## src/hw/disk_page_params.svh

```systemverilog
`ifndef DISK_PAGE_PARAMS_SVH
`define DISK_PAGE_PARAMS_SVH

// =====================================================
// page identity
`define RECON_PAGE_CODE 6'h02
`define RECON_PAGE_LEN 8'h0a
`define FMT_PAGE_CODE 6'h03
`define FMT_PAGE_LEN 8'h16

// =====================================================
// byte offsets of the reconnect page; code and length offsets shared by both pages
`define OFS_CODE 5'h00
`define OFS_LEN 5'h01
`define OFS_FILL 5'h02
`define OFS_DRAIN 5'h03
`define OFS_RECON_LAST 5'h0b

// =====================================================
// byte offsets of the format page
`define OFS_ZONE_TRK 5'h02
`define OFS_SPARE_SEC 5'h04
`define OFS_SPARE_TZ 5'h06
`define OFS_SPARE_TU 5'h08
`define OFS_SPT 5'h0a
`define OFS_SECT_BYTES 5'h0c
`define OFS_INTERLEAVE 5'h0e
`define OFS_TRK_SKEW 5'h10
`define OFS_CYL_SKEW 5'h12
`define OFS_FLAGS 5'h14
`define OFS_FMT_LAST 5'h17

// =====================================================
// fixed format page values
`define VAL_ZONE_TRK 16'h0004
`define VAL_SPARE_SEC 16'h0001
`define VAL_SPARE_TRK 16'h0000
`define VAL_SPT 16'h0000
`define VAL_SECT_BYTES 16'h0200
`define VAL_INTERLEAVE 16'h0001
`define VAL_TRK_SKEW 16'h001c
`define VAL_CYL_SKEW 16'h0020
`define FLAG_SSEC 7
`define FLAG_HSEC 6
`define FLAG_RMB 5
`define FLAG_SURF 4

// =====================================================
// reset values and transfer granule
`define RST_FILL 8'h00
`define RST_DRAIN 8'h00
`define GRANULE 32'h0000_0200
`define RATIO_SHIFT 8

`endif

```

## src/hw/disk_page_pkg.sv

```systemverilog
package disk_page_pkg;

  // =====================================================
  // page selection
  typedef enum {
    PAGE_NONE,
    PAGE_RECON,
    PAGE_FORMAT
  } page_e;

  // =====================================================
  // all state of the page block
  typedef struct packed {
    logic [7:0] fillRatio;
    logic [7:0] drainRatio;
    logic [7:0] rdData;
    logic rdValid;
    logic rdErr;
    logic wrIgnored;
    logic disconnectReq;
    logic reconnectReq;
    logic [31:0] fillBytes;
    logic [31:0] drainBytes;
    logic [15:0] userSectors;
  } state_s;

endpackage : disk_page_pkg

```

## src/hw/disk_reconnect_format_pages.sv

```systemverilog
`timescale 1ns/1ns
`include "disk_page_params.svh"

// Function
// - reconnect page: code 02h, length 0Ah, bytes 4 to 11 read zero
// - during reads, disconnect whenever the buffer holds no data
// - fill ratio stored and read back, ignored by reconnect logic
// - drain ratio stored and read back; device picks write reconnect point
// - at least 512 bytes, or the whole shorter remainder, buffered before reconnecting for read data
// - fill threshold rounds down, drain rounds up, to 512 bytes
// - format page: code 03h, length 16h, bytes 21 to 23 read zero
// - format bytes 2 to 9 keep defaults; written values are discarded
// - four tracks per defect zone
// - format unit keeps one spare sector per zone
// - spare tracks per zone and per unit read zero
// - sectors per track reads zero, meaning 52 to 91 varies
// - 512 data bytes per physical sector, whatever the block length
// - interleave reads one
// - track skew of 28 wedges in every zone
// - cylinder skew of 32 wedges in every zone
// - soft sector flag zero, hard sector flag one
// - removable flag reads zero
// - surface flag zero, addresses fill a cylinder first
module disk_reconnect_format_pages #(
  parameter int unsigned BUF_BYTES = 32'd65536,
  parameter int unsigned LEN_W = 32
) (
  input wire logic clk,
  input wire logic rstn,
  input wire logic [5:0] pageCode,
  input wire logic [4:0] byteAddr,
  input wire logic rdEn,
  input wire logic wrEn,
  input wire logic [7:0] wrData,
  output logic [7:0] rdData,
  output logic rdValid,
  output logic rdErr,
  output logic wrIgnored,
  input wire logic readActive,
  input wire logic writeActive,
  input wire logic [LEN_W-1:0] bufLevel,
  input wire logic [LEN_W-1:0] bufFree,
  input wire logic [LEN_W-1:0] xferRemain,
  output logic disconnectReq,
  output logic reconnectReq,
  output logic [31:0] fillBytes,
  output logic [31:0] drainBytes,
  input wire logic formatActive,
  input wire logic [15:0] zoneSectors,
  output logic [15:0] userSectors
);

  // =====================================================
  // elaboration checks
  if (BUF_BYTES < `GRANULE || (BUF_BYTES % `GRANULE) != 0) begin : g_bufCheck
    $error("buffer size must be a nonzero multiple of the granule");
  end
  if (LEN_W < 10 || LEN_W > 32) begin : g_lenCheck
    $error("length width out of range");
  end

  // =====================================================
  // decoding helpers
  function automatic disk_page_pkg::page_e pageOf(input logic [5:0] code);
    disk_page_pkg::page_e kind;
    kind = disk_page_pkg::PAGE_NONE;
    if (code == `RECON_PAGE_CODE) begin
      kind = disk_page_pkg::PAGE_RECON;
    end else if (code == `FMT_PAGE_CODE) begin
      kind = disk_page_pkg::PAGE_FORMAT;
    end
    return kind;
  endfunction : pageOf

  function automatic logic [7:0] hiLo(input logic [15:0] v, input logic lowByte);
    return lowByte ? v[7:0] : v[15:8];
  endfunction : hiLo

  function automatic logic [7:0] reconByte(input logic [4:0] a, input logic [7:0] fill,
                                           input logic [7:0] drain);
    logic [7:0] b;
    b = 8'h00;
    case (a)
      `OFS_CODE: b = {2'b00, `RECON_PAGE_CODE};
      `OFS_LEN: b = `RECON_PAGE_LEN;
      `OFS_FILL: b = fill;
      `OFS_DRAIN: b = drain;
      default: b = 8'h00;
    endcase
    return b;
  endfunction : reconByte

  function automatic logic [7:0] formatByte(input logic [4:0] a);
    logic [7:0] b;
    logic lo;
    b = 8'h00;
    lo = a[0];
    case ({a[4:1], 1'b0})
      `OFS_CODE: b = lo ? `FMT_PAGE_LEN : {2'b00, `FMT_PAGE_CODE};
      `OFS_ZONE_TRK: b = hiLo(`VAL_ZONE_TRK, lo);
      `OFS_SPARE_SEC: b = hiLo(`VAL_SPARE_SEC, lo);
      `OFS_SPARE_TZ: b = hiLo(`VAL_SPARE_TRK, lo);
      `OFS_SPARE_TU: b = hiLo(`VAL_SPARE_TRK, lo);
      `OFS_SPT: b = hiLo(`VAL_SPT, lo);
      `OFS_SECT_BYTES: b = hiLo(`VAL_SECT_BYTES, lo);
      `OFS_INTERLEAVE: b = hiLo(`VAL_INTERLEAVE, lo);
      `OFS_TRK_SKEW: b = hiLo(`VAL_TRK_SKEW, lo);
      `OFS_CYL_SKEW: b = hiLo(`VAL_CYL_SKEW, lo);
      `OFS_FLAGS: begin
        if (!lo) begin
          b = 8'h00;
          b[`FLAG_SSEC] = 1'b0;
          b[`FLAG_HSEC] = 1'b1;
          b[`FLAG_RMB] = 1'b0;
          b[`FLAG_SURF] = 1'b0;
        end
      end
      default: b = 8'h00;
    endcase
    return b;
  endfunction : formatByte

  // =====================================================
  // read range helper
  // offsets past the page end answer zero with an error flag
  function automatic logic pastEnd(input disk_page_pkg::page_e kind, input logic [4:0] a);
    logic bad;
    bad = 1'b1;
    case (kind)
      disk_page_pkg::PAGE_RECON: bad = (a > `OFS_RECON_LAST);
      disk_page_pkg::PAGE_FORMAT: bad = (a > `OFS_FMT_LAST);
      default: bad = 1'b1;
    endcase
    return bad;
  endfunction : pastEnd

  // =====================================================
  // threshold helpers
  // scale a ratio byte to a byte count of the whole buffer
  function automatic logic [39:0] scaleRatio(input logic [7:0] ratio);
    logic [39:0] prod;
    prod = 40'(ratio) * 40'(BUF_BYTES);
    return prod >> `RATIO_SHIFT;
  endfunction : scaleRatio

  // clear the bits below one granule
  function automatic logic [31:0] roundDown(input logic [39:0] v);
    logic [31:0] low;
    low = v[31:0];
    return low & ~(`GRANULE - 32'd1);
  endfunction : roundDown

  // lift to the next whole granule unless already aligned
  function automatic logic [31:0] roundUp(input logic [39:0] v);
    logic [39:0] lifted;
    lifted = v + 40'(`GRANULE) - 40'd1;
    return roundDown(lifted);
  endfunction : roundUp

  // =====================================================
  // reconnect helpers, deliberately blind to the stored ratios
  // nothing left to move in the current direction
  function automatic logic bufStall(input logic [LEN_W-1:0] v);
    return v == '0;
  endfunction : bufStall

  // a short tail may reconnect once all of it fits
  function automatic logic tailReady(input logic [LEN_W-1:0] avail,
                                     input logic [LEN_W-1:0] remain);
    logic ok;
    ok = 1'b0;
    if (remain != '0 && avail >= remain) begin
      ok = 1'b1;
    end
    return ok;
  endfunction : tailReady

  // read side: one full sector buffered, or the whole short tail
  function automatic logic readReconnect(input logic [LEN_W-1:0] level,
                                         input logic [LEN_W-1:0] remain,
                                         input logic [LEN_W-1:0] gran);
    logic ok;
    ok = (level >= gran);
    if (remain < gran && tailReady(level, remain)) begin
      ok = 1'b1;
    end
    return ok;
  endfunction : readReconnect

  // write side: room for one sector, or room for the whole remainder
  function automatic logic writeReconnect(input logic [LEN_W-1:0] free,
                                          input logic [LEN_W-1:0] remain,
                                          input logic [LEN_W-1:0] gran);
    logic ok;
    ok = (free >= gran);
    if (tailReady(free, remain)) begin
      ok = 1'b1;
    end
    return ok;
  endfunction : writeReconnect

  // =====================================================
  // format helper
  // sectors left to the initiator once the spare is withheld
  function automatic logic [15:0] spareAdjust(input logic [15:0] zs);
    logic [15:0] left;
    left = 16'h0000;
    if (zs > `VAL_SPARE_SEC) begin
      left = zs - `VAL_SPARE_SEC;
    end
    return left;
  endfunction : spareAdjust

  // =====================================================
  // format page image, one constant byte per offset
  localparam int unsigned FMT_BYTES = int'(`OFS_FMT_LAST) + 1;
  logic [7:0] fmtImage [FMT_BYTES];
  for (genvar i = 0; i < FMT_BYTES; i++) begin : g_fmtImage
    assign fmtImage[i] = formatByte(5'(i));
  end

  // =====================================================
  // state
  disk_page_pkg::state_s stateFf;
  disk_page_pkg::state_s nxtState;

  disk_page_pkg::page_e rdKind;
  disk_page_pkg::page_e wrKind;
  logic [LEN_W-1:0] granule;

  assign rdKind = pageOf(pageCode);
  assign wrKind = pageOf(pageCode);
  assign granule = LEN_W'(`GRANULE);

  // =====================================================
  // next state
  always_comb begin
    nxtState = stateFf;
    nxtState.rdValid = 1'b0;
    nxtState.rdErr = 1'b0;
    nxtState.wrIgnored = 1'b0;

    // page reads, one cycle latency
    if (rdEn) begin
      nxtState.rdValid = 1'b1;
      case (rdKind)
        disk_page_pkg::PAGE_RECON: begin
          nxtState.rdData = (byteAddr <= `OFS_RECON_LAST) ?
              reconByte(byteAddr, stateFf.fillRatio, stateFf.drainRatio) : 8'h00;
          nxtState.rdErr = pastEnd(rdKind, byteAddr);
        end
        disk_page_pkg::PAGE_FORMAT: begin
          nxtState.rdData = (byteAddr <= `OFS_FMT_LAST) ? fmtImage[byteAddr] : 8'h00;
          nxtState.rdErr = pastEnd(rdKind, byteAddr);
        end
        default: begin
          nxtState.rdData = 8'h00;
          nxtState.rdErr = 1'b1;
        end
      endcase
    end

    // page writes
    if (wrEn) begin
      case (wrKind)
        disk_page_pkg::PAGE_RECON: begin
          if (byteAddr == `OFS_FILL) begin
            nxtState.fillRatio = wrData;
          end else if (byteAddr == `OFS_DRAIN) begin
            nxtState.drainRatio = wrData;
          end else begin
            nxtState.wrIgnored = 1'b1;
          end
        end
        disk_page_pkg::PAGE_FORMAT: begin
          nxtState.wrIgnored = 1'b1;
        end
        default: begin
          nxtState.wrIgnored = 1'b1;
        end
      endcase
    end

    // threshold rounding to whole sectors
    nxtState.fillBytes = roundDown(scaleRatio(stateFf.fillRatio));
    nxtState.drainBytes = roundUp(scaleRatio(stateFf.drainRatio));

    // reconnect decision, independent of the stored ratios
    nxtState.disconnectReq = 1'b0;
    nxtState.reconnectReq = 1'b0;
    if (readActive) begin
      nxtState.disconnectReq = bufStall(bufLevel);
      nxtState.reconnectReq = readReconnect(bufLevel, xferRemain, granule);
    end else if (writeActive) begin
      nxtState.disconnectReq = bufStall(bufFree);
      nxtState.reconnectReq = writeReconnect(bufFree, xferRemain, granule);
    end

    // one spare sector withheld per zone while formatting
    if (formatActive) begin
      nxtState.userSectors = spareAdjust(zoneSectors);
    end
  end

  // =====================================================
  // registers
  always_ff @(posedge clk) begin
    if (!rstn) begin
      stateFf <= '0;
      stateFf.fillRatio <= `RST_FILL;
      stateFf.drainRatio <= `RST_DRAIN;
    end else begin
      stateFf <= nxtState;
    end
  end

  // =====================================================
  // outputs
  assign rdData = stateFf.rdData;
  assign rdValid = stateFf.rdValid;
  assign rdErr = stateFf.rdErr;
  assign wrIgnored = stateFf.wrIgnored;
  assign disconnectReq = stateFf.disconnectReq;
  assign reconnectReq = stateFf.reconnectReq;
  assign fillBytes = stateFf.fillBytes;
  assign drainBytes = stateFf.drainBytes;
  assign userSectors = stateFf.userSectors;

endmodule : disk_reconnect_format_pages

```

## config.mk

```make
export PLATFORM = sky130hd
export DESIGN_NAME = disk_reconnect_format_pages
export DESIGN_NICKNAME = d
export VERILOG_FILES = /design/src/hw/disk_page_pkg.sv /design/src/hw/disk_reconnect_format_pages.sv
export VERILOG_INCLUDE_DIRS = /design/src /design/src/hw
export SDC_FILE = /design/constraint.sdc
export NUM_CORES = 1
export LEC_CHECK = 0
export ABC_AREA = 0
export BUFFER_PORTS_ARGS = -buffer_cell sky130_fd_sc_hd__buf_4
export CAP_MARGIN = 0
export CORE_ASPECT_RATIO = 2
export CORE_MARGIN = 1.5
export CORE_UTILIZATION = 51
export CTS_CLUSTER_SIZE = 20
export DETAILED_ROUTE_END_ITERATION = 16
export GPL_ROUTABILITY_DRIVEN = 0
export GPL_TIMING_DRIVEN = 0
export PLACE_DENSITY = 0.82
export SETUP_SLACK_MARGIN = 0.5
export SLEW_MARGIN = 20
export SYNTH_ARGS = -nofsm -noshare
export SYNTH_HDL_FRONTEND = slang
export SYNTH_SLANG_ARGS = --single-unit
```

## constraint.sdc

```tcl
create_clock -name clk -period 5.7 [get_ports clk]
set_input_delay 0.285 -clock clk [delete_from_list [all_inputs] [get_ports clk]]
set_output_delay 0.285 -clock clk [all_outputs]
set_load 0.02 [all_outputs]
```

==> results.md, run 1 <==
- The run finished with clean final reports.
- The floorplan die width is around 74 µm.
- The global-route wire length before repair is approximately 24000 µm.
- For this run, the register share of the synthesized area comes to 23.52%.
- After clock tree synthesis, the clock-pin slew on the worst setup and hold paths is 0.05 ns.
- Entering global routing, the biggest net connects 11 pins.
- The first TritonRoute pass finished after 5 iterations.
- In this run the core area contains roughly 50 standard-cell rows.
- Setup repair after global routing left no endpoint under its margin.
- TritonCTS built the clock tree.
- Global routing used slightly below 30% of the available tracks across all layers.
- The total of endpoints with negative setup slack in the final report is 0.
- Once the clock tree was built, the setup fixing pass inserted 0 buffers.
- The number of hold-slack violations in the final timing report is 0.
- Max-cap violations in this run came to 0.
- In the final design database the tool counted 1061 nets.
- In the layout the commonest cells are sky130_fd_sc_hd__buf_4 (263), sky130_fd_sc_hd__ha_1 (67), sky130_fd_sc_hd__dfxtp_1 (60).
- The headroom to the max-slew limit is a little under three fifths.
- In this run the power density over the cells is roughly 200 mW/mm².
- Dividing the detail-routed via count by the number of cells gives ~5.3.
- The starting DRC count in detailed routing is around 290.
- The clock buffer count from CTS is 9.
- In this run, synthesis produced a sequential element count of 60.
- The most used flip-flop cell after synthesis is sky130_fd_sc_hd__dfxtp_1.
- The buffer levels on the longest clock path is 2.
- The synthesized design contains 0 enable-type register cells.
- The number of buffer and inverter stages on the critical path is 2.
- The post-route total power is 0.001417 W.
- The clock tree root buffer cell is sky130_fd_sc_hd__clkbuf_16.
- The H-tree level count is 3.
- During placement, the flow inserted port buffers numbering approximately 180.
- On the critical path, the stage with the largest delay is an instance of sky130_fd_sc_hd__a2111o_1.
- The setup TNS is 0 ns.
- The largest single stage delay on the critical path is 0.41 ns.
- After detailed routing, the average wire length per cell comes to between 15 and 20 µm.
- The total overflow left after global routing is 0.
- Along the worst path, the maximum fanout reaches 2.
- The number of top-level pins is roughly 230.
- The share of the clock period used by the worst path is between 30% and 40%.
- The number of global-route vias before repair is roughly 5400.
- The post-route netlist has 33.10% of its cells at a drive strength greater than 1.
- The most common cell after layout, fill and taps aside is sky130_fd_sc_hd__buf_4.
- The number of filler instances in the final layout is approximately 800.
- The number of antenna repair diodes is 0.
- The arrival time of data at the critical path endpoint is ~2.3 ns.
- For this block, the via count after detailed routing is around 5300.
- The worst setup path is launched from a primary input.
- The total count of max-transition violations in the final report was 0.
- For this run, design rule violations remaining after detail routing come to 0.
- The cell area that synthesis handed to floorplanning was just over 0.005 mm².
- The full die area is ~0.011 mm².
- The worst-case IR drop observed on VDD is approximately 0.00017 V.
- For this configuration, the core starts out at a cell density of between 50 and 60%.
- The die extent in y is approximately 140 µm.
- Traced cell by cell, the critical path runs through buf_4, inv_1, ha_1, nand2b_1, a2111o_1, a31oi_1, o21ai_0, a211oi_1, o21ai_0.
- The finished cells cover a little over 0.007 mm².
- Gates resized during post-CTS repair numbered 0.
- At the worst endpoint, the required time is between 5 and 6 ns.
- The cell repeated most along the worst path is sky130_fd_sc_hd__o21ai_0.
- Once detail routing completed, the nets flagged for antenna violations numbered 0.
- The worst slack on hold paths is approximately 0.21 ns.
- The mean post-synth cell area is slightly above 8 µm².
- The cell family contributing the most delay on the critical path is compound AO/OA/AOI/OAI gates.
- The nature of the critical path endpoint is a flip-flop.
- The post-synthesis cell type count is 56.
- In this run the standard cell core region covers around 0.0098 mm².
- The worst setup path is of the primary input to flip-flop kind.
- After clock tree synthesis, the flow added hold-fix buffers numbering 0.
- Yosys printed 0 warnings.
- The number of antenna violations at the first check in global routing is 0.
- The final period demand of the worst path is around 2.1 ns.
- The share of synthesized registers carrying an async set or reset is 0%.
- The clock drives 60 sinks.
- The area overhead of the layout relative to synthesis is 39.37%.
- The slew of the pin with the lowest slew margin is between 0.6 and 0.7 ns.
- The path class of the lowest-slack min-delay path is primary input to flip-flop.
- The HPWL after detailed placement is between 10000 and 15000 µm.
- The highest clock frequency the design can meet is about 0.47 GHz.
- The wire length reported by the detailed router is approximately 15000 µm.
- The placed instance area is 0.006766 mm².
- For the final database, setup skew stands at 0.006902 ns.
- The cell leakage power is around 3.7 nW.
- The insertion delay to the later sink of the worst-skew pair is 0.33 ns.
- The number of instances in the synthesized netlist is approximately 620.
-- registers in the layout (all words and copies together), names as in the netlist --
name	cells
rdValid	1
rdData	8
disconnectReq	1
reconnectReq	1
fillBytes	7
rdErr	1
userSectors	16
stateFf	16
drainBytes	8
wrIgnored	1
-- stage by stage --
step	util, %	std cells	worst slack (ns)
final	72.91	993	3.592
after global routing	72.91	993	3.353
after CTS	72.91	993	3.609
after detailed placement	69.31	977	3.274
after global placement	69.31	977	3.290
after floorplan	-	670	3.563
-- report_power, final --
part | switching (W) | leakage, nW | total (W) | internal [W]
combinational | 0.000180 | 3.02 | 0.000352 | 0.000172
clock | 0.000180 | 0.173 | 0.000629 | 0.000449
sequential | 0.00000552 | 0.488 | 0.000436 | 0.000431
-- logic make-up (layout without fill, tap and decap cells) --
group | Yosys count | after routing | synth area share (%)
buffers and inverters | 157 | 348 | 18.37
multiplexers | 18 | 18 | 3.528
other | 1 | 49 | 0.07342
XOR/XNOR | 19 | 19 | 3.258
AND/OR/NAND/NOR | 199 | 199 | 21.58
adder cells (fa/ha/maj) | 67 | 67 | 16.41
flip-flops | 60 | 60 | 23.52
AO/OA/AOI/OAI | 101 | 101 | 13.25
-- worst register-to-register path, stage by stage, from the launching register on --
cell	delay [ns]
sky130_fd_sc_hd__dfxtp_1	0.44
sky130_fd_sc_hd__mux2i_1	0.11
sky130_fd_sc_hd__or4_1	0.40
sky130_fd_sc_hd__o21ai_0	0.09
sky130_fd_sc_hd__nand3_1	0.09
sky130_fd_sc_hd__a21boi_0	0.17
-- final cells by class --
class	instances	area, µm²	area share, %
timing repair buffer	175	1314	18.46
buffer	103	735.7	10.34
sequential	60	1201	16.87
multi-input combinational	453	3148	44.23
clock inverter	4	95.09	1.336
inverter	54	202.7	2.848
tap	132	165.2	2.320
clock buffer	12	256.5	3.603
-- synthesized netlist by cell type, types with 2 or more instances --
| cell | n | share of area [%] |
|---|---|---|
| sky130_fd_sc_hd__a211oi_1 | 2 | 0.29 |
| sky130_fd_sc_hd__a21oi_1 | 28 | 2.7 |
| sky130_fd_sc_hd__a221oi_1 | 2 | 0.34 |
| sky130_fd_sc_hd__a22oi_1 | 6 | 0.88 |
| sky130_fd_sc_hd__a31oi_1 | 2 | 0.24 |
| sky130_fd_sc_hd__a41oi_1 | 2 | 0.34 |
| sky130_fd_sc_hd__and2_1 | 31 | 3.8 |
| sky130_fd_sc_hd__and3_1 | 3 | 0.37 |
| sky130_fd_sc_hd__and4_1 | 5 | 0.86 |
| sky130_fd_sc_hd__buf_4 | 88 | 13 |
| sky130_fd_sc_hd__buf_6 | 2 | 0.44 |
| sky130_fd_sc_hd__clkbuf_1 | 12 | 0.88 |
| sky130_fd_sc_hd__dfxtp_1 | 60 | 24 |
| sky130_fd_sc_hd__ha_1 | 67 | 16 |
| sky130_fd_sc_hd__inv_1 | 54 | 4.0 |
| sky130_fd_sc_hd__mux2i_1 | 18 | 3.5 |
| sky130_fd_sc_hd__nand2_1 | 32 | 2.4 |
| sky130_fd_sc_hd__nand2b_1 | 5 | 0.61 |
| sky130_fd_sc_hd__nand3_1 | 15 | 1.5 |
| sky130_fd_sc_hd__nand4_1 | 9 | 1.1 |
| sky130_fd_sc_hd__nor2_1 | 25 | 1.8 |
| sky130_fd_sc_hd__nor2b_1 | 24 | 2.9 |
| sky130_fd_sc_hd__nor3_1 | 16 | 1.6 |
| sky130_fd_sc_hd__nor4_1 | 22 | 2.7 |
| sky130_fd_sc_hd__o211a_1 | 5 | 0.98 |
| sky130_fd_sc_hd__o211ai_1 | 3 | 0.44 |
| sky130_fd_sc_hd__o21ai_0 | 19 | 1.9 |
| sky130_fd_sc_hd__o221ai_1 | 2 | 0.34 |
| sky130_fd_sc_hd__o22ai_1 | 16 | 2.0 |
| sky130_fd_sc_hd__o31a_1 | 2 | 0.34 |
| sky130_fd_sc_hd__or3_1 | 2 | 0.24 |
| sky130_fd_sc_hd__or4_1 | 2 | 0.29 |
| sky130_fd_sc_hd__xnor2_1 | 10 | 1.7 |
| sky130_fd_sc_hd__xor2_1 | 9 | 1.5 |
-- layer usage --
metal / track usage, % / share of wire (%) / vias up
met5: 0 / 0 / -
li1: - / - / 2522
met3: 6.202 / 6.3 / 91
met4: 24.66 / 8.2 / 0
met2: 56.14 / 55 / 270
met1: 23.79 / 31 / 2384
-- final timing paths --
kind,start,cells after the start,to,slack (ns)
worst max-delay path,bufLevel[0],9,reconnectReq,3.59
worst min-delay path,wrEn,3,wrIgnored,0.21
worst max register to register,stateFf[94],5,rdData[1],4.33
worst min register to register,rdData[0],1,rdData[0],0.48
Note: power is estimated with default switching activity, not from simulation.
==> run 2, diff against run 1 <==
--- a/config.mk
+++ b/config.mk
@@ -11,12 +11,12 @@
 export CAP_MARGIN = 0
 export CORE_ASPECT_RATIO = 2
 export CORE_MARGIN = 1.5
-export CORE_UTILIZATION = 51
+export CORE_UTILIZATION = 44
 export CTS_CLUSTER_SIZE = 20
 export DETAILED_ROUTE_END_ITERATION = 16
 export GPL_ROUTABILITY_DRIVEN = 0
 export GPL_TIMING_DRIVEN = 0
-export PLACE_DENSITY = 0.82
+export PLACE_DENSITY = 0.75
 export SETUP_SLACK_MARGIN = 0.5
 export SLEW_MARGIN = 20
 export SYNTH_ARGS = -nofsm -noshare
==> constraint.sdc (replaced) <==
create_clock -name clk -period 1.85 [get_ports clk]
set_input_delay 0.0925 -clock clk [delete_from_list [all_inputs] [get_ports clk]]
set_output_delay 0.0925 -clock clk [all_outputs]
set_load 0.02 [all_outputs]
==> run 2 against run 1 <==
- global-route usage fell by 3.3 points
- count of clock-buffer cells in the layout fell by 2
- critical endpoint is now userSectors[13]
- register-to-register slack got worse by 3.8 ns
- largest power group unchanged
- power rose to 2.9 times the previous value
- final area grew 3.7%
- via count fell by 0.36%
- clock skew is 0.0012 ns lower
- final cell count up 1.9%
- first-iteration DRC count fell by 11%
- worst hold slack worse by 0.17 ns
- routed wire length increased by 4.4%
==> results.md, run 2 (synthesis gave the netlist of run 1 again) <==
- Measured against its own limit, the worst slew margin works out to approximately three fifths.
- The number of placement rows is 55.
- The part of the total power dissipated in sequential elements is between 30% and 40%.
- The clock net sink count is 60.
- The routed design could run at a clock period as short as about 1.7 ns.
- 0 antenna diodes ended up in the layout.
- The cell leakage power is 3.745 nW.
- Clock tree synthesis inserted a total of 9 buffers.
- The count of maximum capacitance violations is 0.
- Setup violations remaining at the end of the flow were counted as 0.
- Compared with the post-synthesis result, the final layout area differs by 44.51%.
- The number of port buffers is ~180.
- The end point of the critical path is userSectors[13].
- The run finished with clean final reports.
- The launching element of the worst setup path is zoneSectors[12].
- The share of post-route cells with drive strength above 1 is between 30% and 40%.
- The path class of the lowest-slack min-delay path is primary input to flip-flop.
- In this run the worst path has a maximum fanout of 5.
- The final net count is ~1100.
- The die extent in y is around 160 µm.
- At the worst endpoint, the arrival time is between 1.5 and 2 ns.
- Setup repair after global routing could not meet its margin everywhere.
- The reported net switching power is ~0.0012 W.
- The number of DRC violations after detailed routing is 0.
- For this design the top-level I/O count stands at around 230.
- After clock tree synthesis, the clock-pin slew on the worst setup and hold paths is around 0.060 ns.
- In this run the power density over the cells is approximately 560 mW/mm².
- The relative contribution of the clock network to total power is about two fifths.
- The library cells used most frequently in the layout, excluding fill and tap cells, are sky130_fd_sc_hd__buf_4 (269), sky130_fd_sc_hd__ha_1 (64), sky130_fd_sc_hd__dfxtp_1 (59).
- The core region is around 0.011 mm².
- The number of global-route vias before repair is around 5400.
- The depth of the worst register-to-register path is 4.
- VDD sags by at most 0.0005908 V.
- The full die area is 0.01230 mm².
- The post-detailed-route via-to-cell ratio is ~5.2.
- The wire length reported by the detailed router is between 15000 and 20000 µm.
- The number of hold-slack violations in the final timing report is 0.
- STA classifies the critical path endpoint as a flip-flop.
- On the final layout, the worst clock skew is between 0.005 and 0.006 ns.
- Detailed placement finished with a half-perimeter wire length of 13650 µm.
- The pre-CTS setup slack is -0.4009 ns.
- The number of antenna violations at the first check in global routing was 0.
- The most common cell after layout, fill and taps aside is sky130_fd_sc_hd__buf_4.
- The share of the clock period used by the worst path is between 90% and 100%.
- The H-tree level count is 3.
- The clock tree root buffer cell is sky130_fd_sc_hd__clkbuf_16.
- The buffer levels on the longest clock path is 2.
- For this run, the top clock speed supported by timing is approximately 0.57 GHz.
- In this run the critical register-to-register path is captured at drainBytes[15].
- The combinational cell fraction of total power is 27.6%.
- The classification of the worst setup path is primary input to flip-flop.
- The first global-routing pass estimated between 20000 and 25000 µm of wire.
- The register-to-register setup slack is 0.58 ns.
- Data on the critical path is required at its endpoint by 2.07 ns.
- The number of iterations in the first detailed-routing pass is 4.
- The fraction of power spent switching nets is 28.69%.
- The total grt overflow is 0.
- For this configuration, the core starts out at a cell density of around 45%.
- In this run the horizontal extent of the chip is slightly below 80 µm.
- The total count of max-transition violations in the final report came to 0.
- The average detailed-routed wire length per instance is between 15 and 20 µm.
- The starting DRC count in detailed routing is between 200 and 300.
- In this run the critical register-to-register path is launched from stateFf[95].
- At the pin with the least slew margin, the transition time is about 0.58 ns.
- STA classifies the critical path startpoint as a primary input.
- The CTS tree is done.
- The total routing resource utilization after global routing is about a quarter.
- Hold is met by 0.03213 ns.
- The total via count after detailed routing is between 5000 and 6000.
- The count of nets left with antenna violations once routing finished came out at 0.
- The insertion delay to the later sink of the worst-skew pair is 0.33 ns.
- Once routing completed, OpenROAD measured the worst setup slack at approximately 0.11 ns.
- Entering global routing, the biggest net connects 12 pins.
- The cell-internal power is just under 0.003 W.
run 2: cell count changes in the layout (fill, tap and decap cells not counted), moves of 3 or more:
cell and delta:
sky130_fd_sc_hd__buf_4 +6, sky130_fd_sc_hd__o22ai_2 +3, sky130_fd_sc_hd__inv_1 -6, sky130_fd_sc_hd__ha_1 -3, sky130_fd_sc_hd__inv_2 +5, sky130_fd_sc_hd__ha_4 +3
sky130_fd_sc_hd__clkbuf_1 -3, sky130_fd_sc_hd__o22ai_1 -3
run 2: critical path, cell delays in order:
cell	delay [ns]
sky130_fd_sc_hd__buf_8	0.10
sky130_fd_sc_hd__or4_4	0.53
sky130_fd_sc_hd__or3_4	0.36
sky130_fd_sc_hd__o41ai_4	0.34
sky130_fd_sc_hd__buf_4	0.19
sky130_fd_sc_hd__buf_6	0.11
sky130_fd_sc_hd__o22ai_1	0.07
sky130_fd_sc_hd__and2_1	0.16
run 2: per-stage QoR:
step | cells | power (W) | util (%) | area [µm²] | TNS, ns
after floorplan | 670 | 0.001989 | - | 5410 | -0.8123
after global placement | 987 | 0.002412 | 61.15 | 6902 | -4.534
after detailed placement | 987 | 0.002452 | 61.15 | 6902 | -5.292
after CTS | 1011 | 0.004143 | 65.07 | 7343 | 0
after global routing | 1012 | 0.004321 | 65.40 | 7381 | 0
final | 1012 | 0.004156 | 65.40 | 7381 | 0
run 2: power by group through the flow:
stage          registers (W)  logic (W)  clock network (W)
4_1_cts              0.00134    0.00112            0.00168
5_1_grt              0.00135    0.00125            0.00173
2_1_floorplan        0.00137   0.000619                  0
3_5_place_dp         0.00137    0.00108                  0
6_report             0.00134    0.00115            0.00166
3_3_place_gp         0.00137    0.00104                  0
run 2: per-layer routing:
layer  global-route usage [%]  routed length, µm  up-vias
met3                    3.343                773       70
li1                         -                  -     2538
met4                    19.97               1102        0
met1                    21.87               4999     2408
met5                        0                  0        -
met2                    51.97               9263      232
run 2: area by class of cell:
cell class / instances / area (µm²)
Buffer: 103 / 767.0
Sequential cell: 60 / 1202
Timing Repair Buffer: 184 / 1396
Fill cell: 968 / 3905
Clock buffer: 10 / 239.0
Clock inverter: 6 / 63.81
Tap cell: 142 / 177.7
Multi-Input combinational cell: 453 / 3329
Inverter: 54 / 205.2
run 2: repair_timing:
item                                    in CTS  in global routing
pin swaps                                   13                  2
endpoints found under the hold margin        0                  0
resized for setup                           16                  7
setup buffers                                7                  1
hold buffers                                 0                  0
cloned                                       1                  0
endpoints found under the setup margin      31                 19
run 2: how the worst min path moves through the flow:
stage | slack, ns | cells past startpoint | endpoint | start
final | 0.03 | 3 | stateFf[103] | wrData[2]
after global routing | 0.05 | 3 | wrIgnored | wrEn
after CTS | 0.03 | 3 | stateFf[103] | wrData[2]
after detailed placement | 0.37 | 3 | stateFf[103] | wrData[2]
after global placement | 0.36 | 3 | stateFf[103] | wrData[2]
after floorplan | 0.21 | 2 | wrIgnored | wrEn
==> run 3, diff against run 2 <==
--- a/config.mk
+++ b/config.mk
@@ -16,7 +16,7 @@
 export DETAILED_ROUTE_END_ITERATION = 16
 export GPL_ROUTABILITY_DRIVEN = 0
 export GPL_TIMING_DRIVEN = 0
-export PLACE_DENSITY = 0.75
+export PLACE_DENSITY = 0.9
 export SETUP_SLACK_MARGIN = 0.5
 export SLEW_MARGIN = 20
 export SYNTH_ARGS = -nofsm -noshare
==> run 3 against run 2 <==
- sequential cell count is the same
- die area is the same
- register-to-register slack is essentially flat
- worst setup slack gained 0.031 ns
- largest cell class unchanged
- clock power shrank 9.6%
- non-clock buffer count shrank 1
- clock skew grew 0.0043 ns
==> results.md, run 3 (synthesis gave the netlist of run 1 again) <==
- The run finished with clean final reports.
- In this run the most critical hold path is launched from wrData[0].
- The total of endpoints with negative setup slack in the final report is 0.
- The clock net sink count is 60.
- The worst setup path is captured at a flip-flop.
- For this configuration, the core starts out at a cell density of 45.25%.
- Across the VDD grid, the largest voltage drop is 0.0004833 V.
- The clock-pin transition on the worst setup and hold timing paths is 0.05 ns.
- In the final design database the tool counted between 1000 and 1500 nets.
- The number of buffers and inverters on the critical path is 2.
- The share of post-route cells with drive strength above 1 is between 30 and 40%.
- For this block, the initial DRC count from the detailed router was about 190.
- In this run the power spent charging and discharging nets is about 0.0012 W.
- For the pin with the worst max-slew slack, the measured transition is approximately 0.60 ns.
- The required time reported for the critical path endpoint is 2.06 ns.
- The post-route total power is about 0.004 W.
- In this run the worst path has a maximum fanout of 6.
- The floorplan step defined a die boundary enclosing ~0.012 mm².
- The headroom to the max-slew limit is 59.59%.
- After layout, the worst path uses slightly above 90% of the clock period.
- The floorplan die width is 79.19 µm.
- In the final timing run, aggregate negative setup slack is 0 ns.
- The number of buffers inserted for hold repair after clock tree synthesis is 0.
- Counting cells, the worst reg-to-reg path comes to 5.
- The number of global-route vias before repair is roughly 5300.
- The top cell types in the final layout, fill and taps aside, are sky130_fd_sc_hd__buf_4 (267), sky130_fd_sc_hd__ha_1 (61), sky130_fd_sc_hd__dfxtp_1 (59).
- The total via count after detailed routing is approximately 5300.
- The first global-routing pass estimated approximately 24000 µm of wire.
- Counting buffers and inverters, the worst setup path is 7 cells deep.
- The highest cell delay on the worst timing path is between 0.5 and 0.6 ns.
- The core region is about 0.011 mm².
- The detail route stage leaves a number of antenna-violating nets equal to 0.
- The relative contribution of the clock network to total power is 37.6%.
- The total routing resource utilization after global routing is 24.69%.
- The total grt overflow is 0.
- Counting instances, the worst hold path has a depth of 3.
- For the finished layout, the period the worst path requires is about 1.7 ns.
- The pin count of the biggest net entering global routing is 11.
- The cell family with the largest share of critical-path delay is simple AND/OR/NAND/NOR gates.
- The buffer levels on the longest clock path is 2.
- The clock tree root buffer cell is sky130_fd_sc_hd__clkbuf_16.
- The clock buffer count from CTS is 9.
- Once routing completed, OpenROAD measured the worst setup slack at approximately 0.14 ns.
- At the end of the flow the core is filled with cells to 65.98%.
- The number of top-level pins is between 200 and 250.
- On the final layout, the worst clock skew is between 0.01 and 0.015 ns.
- The part of the total power dissipated in sequential elements is 33.6%.
- The cell with the largest stage delay on the worst path is sky130_fd_sc_hd__or4_4.
- The cell leakage power is 3.747 nW.
- The number of antenna violations at the first check in global routing is 0.
- The launching element of the worst setup path is zoneSectors[12].
- Data arrives at the worst endpoint at around 1.9 ns.
- The HPWL after detailed placement is between 10000 and 15000 µm.
- The tool flagged a number of max-cap violations equal to 0.
- Setup repair after global routing could not meet its margin everywhere.
- The ratio of total power to cell area is 537.3 mW/mm².
- The H-tree generated during clock tree synthesis spans 3 levels.
- The internal portion of the total power is between 0.002 and 0.003 W.
- Using the TritonRoute via totals, the vias-per-cell ratio works out to 5.196.
- The library cell used most frequently in the layout, excluding fill and tap cells, is sky130_fd_sc_hd__buf_4.
- Before CTS, the worst setup slack after placement is -0.3914 ns.
- The initialized floorplan defines between 50 and 60 standard-cell rows.
- In this run the worst hold path is classified as primary input to flip-flop.
- Walking the worst path, the cells encountered are buf_6, or4_4, or3_4, o41ai_4, buf_4, o22ai_1, and2_1.
- The highest clock frequency the design can meet is 0.5850 GHz.
- Net switching is between 20% and 30% of the power.
- The final layout contains routed wiring with a total length of 15700 µm.
- The setup path with the least slack is of type primary input to flip-flop.
- The CTS tree is done.
- The average detailed-routed wire length per instance is ~16 µm.
- The share of total power dissipated in combinational logic is a little under 30%.
- The die extent in y is roughly 160 µm.
- The number of iterations in the first detailed-routing pass is 4.
- The element type at the critical path start is a primary input.
- For the worst-skew pair, the clock arrives at the later sink with an insertion delay of ~0.33 ns.
- The area overhead of the layout relative to synthesis is 45.79%.
- The total count of max-transition violations in the final report was 0.
- The number of antenna diodes in the final layout is 0.
- The number of hold-slack violations in the final timing report came to 0.
- Buffers placed on the I/O ports in this run total approximately 180.
- In this run the critical register-to-register path is launched from stateFf[102].
- After detailed routing, the number of remaining DRC violations is 0.
==> run 3: final timing paths <==
path                                       end  slack (ns)
worst max register to register       rdData[1]        0.58
worst max-delay path            userSectors[2]        0.14
worst min register to register       rdData[1]        0.48
worst min-delay path               stateFf[93]        0.04
==> run 3: layout make-up <==
class,instances,area [µm²]
inverter,54,205.2
buffer,103,768.2
timing repair buffer,183,1389
multi-input combinational,453,3432
fill,889,3840
clock buffer,12,246.5
tap,142,177.7
sequential,60,1202
clock inverter,4,25.02
==> run 3: layer usage <==
| layer | part of all wire [%] | track usage [%] | up-vias |
|---|---|---|---|
| met1 | 32 | 20.62 | 2395 |
| li1 | - | - | 2541 |
| met2 | 56 | 48.80 | 236 |
| met3 | 5.4 | 4.516 | 81 |
| met5 | 0 | 0 | - |
| met4 | 7.0 | 18.13 | 0 |
==> run 3: what timing repair did <==
item                                    in CTS  in global routing
pin swaps                                   14                 17
gates cloned                                 1                  0
gates resized for setup                     20                 21
endpoints found under the setup margin      18                 35
buffers inserted                             4                  3
==> run 3: worst min-delay path: cells and delay by family <==
family / cells / cell delay, ns
buffers and inverters: 1 / 0.09
and+or+nand+nor: 1 / 0.09
muxes: 1 / 0.06
==> run 3: per-stage QoR <==
step | std cells | instance area [µm²] | hold slack [ns]
2_1_floorplan | 670 | 5410 | 0.2086
3_3_place_gp | 987 | 6902 | 0.3538
3_5_place_dp | 987 | 6902 | 0.3726
4_1_cts | 1008 | 7317 | 0.03210
5_1_grt | 1011 | 7446 | 0.04559
6_report | 1011 | 7446 | 0.04123
==> run 3: power groups by stage <==
stage          Sequential (W)  Clock, W  Combinational [W]
3_5_place_dp          0.00137         0            0.00106
5_1_grt               0.00134   0.00159            0.00126
6_report              0.00134   0.00150            0.00116
3_3_place_gp          0.00137         0            0.00103
4_1_cts               0.00134   0.00153            0.00111
2_1_floorplan         0.00137         0           0.000619
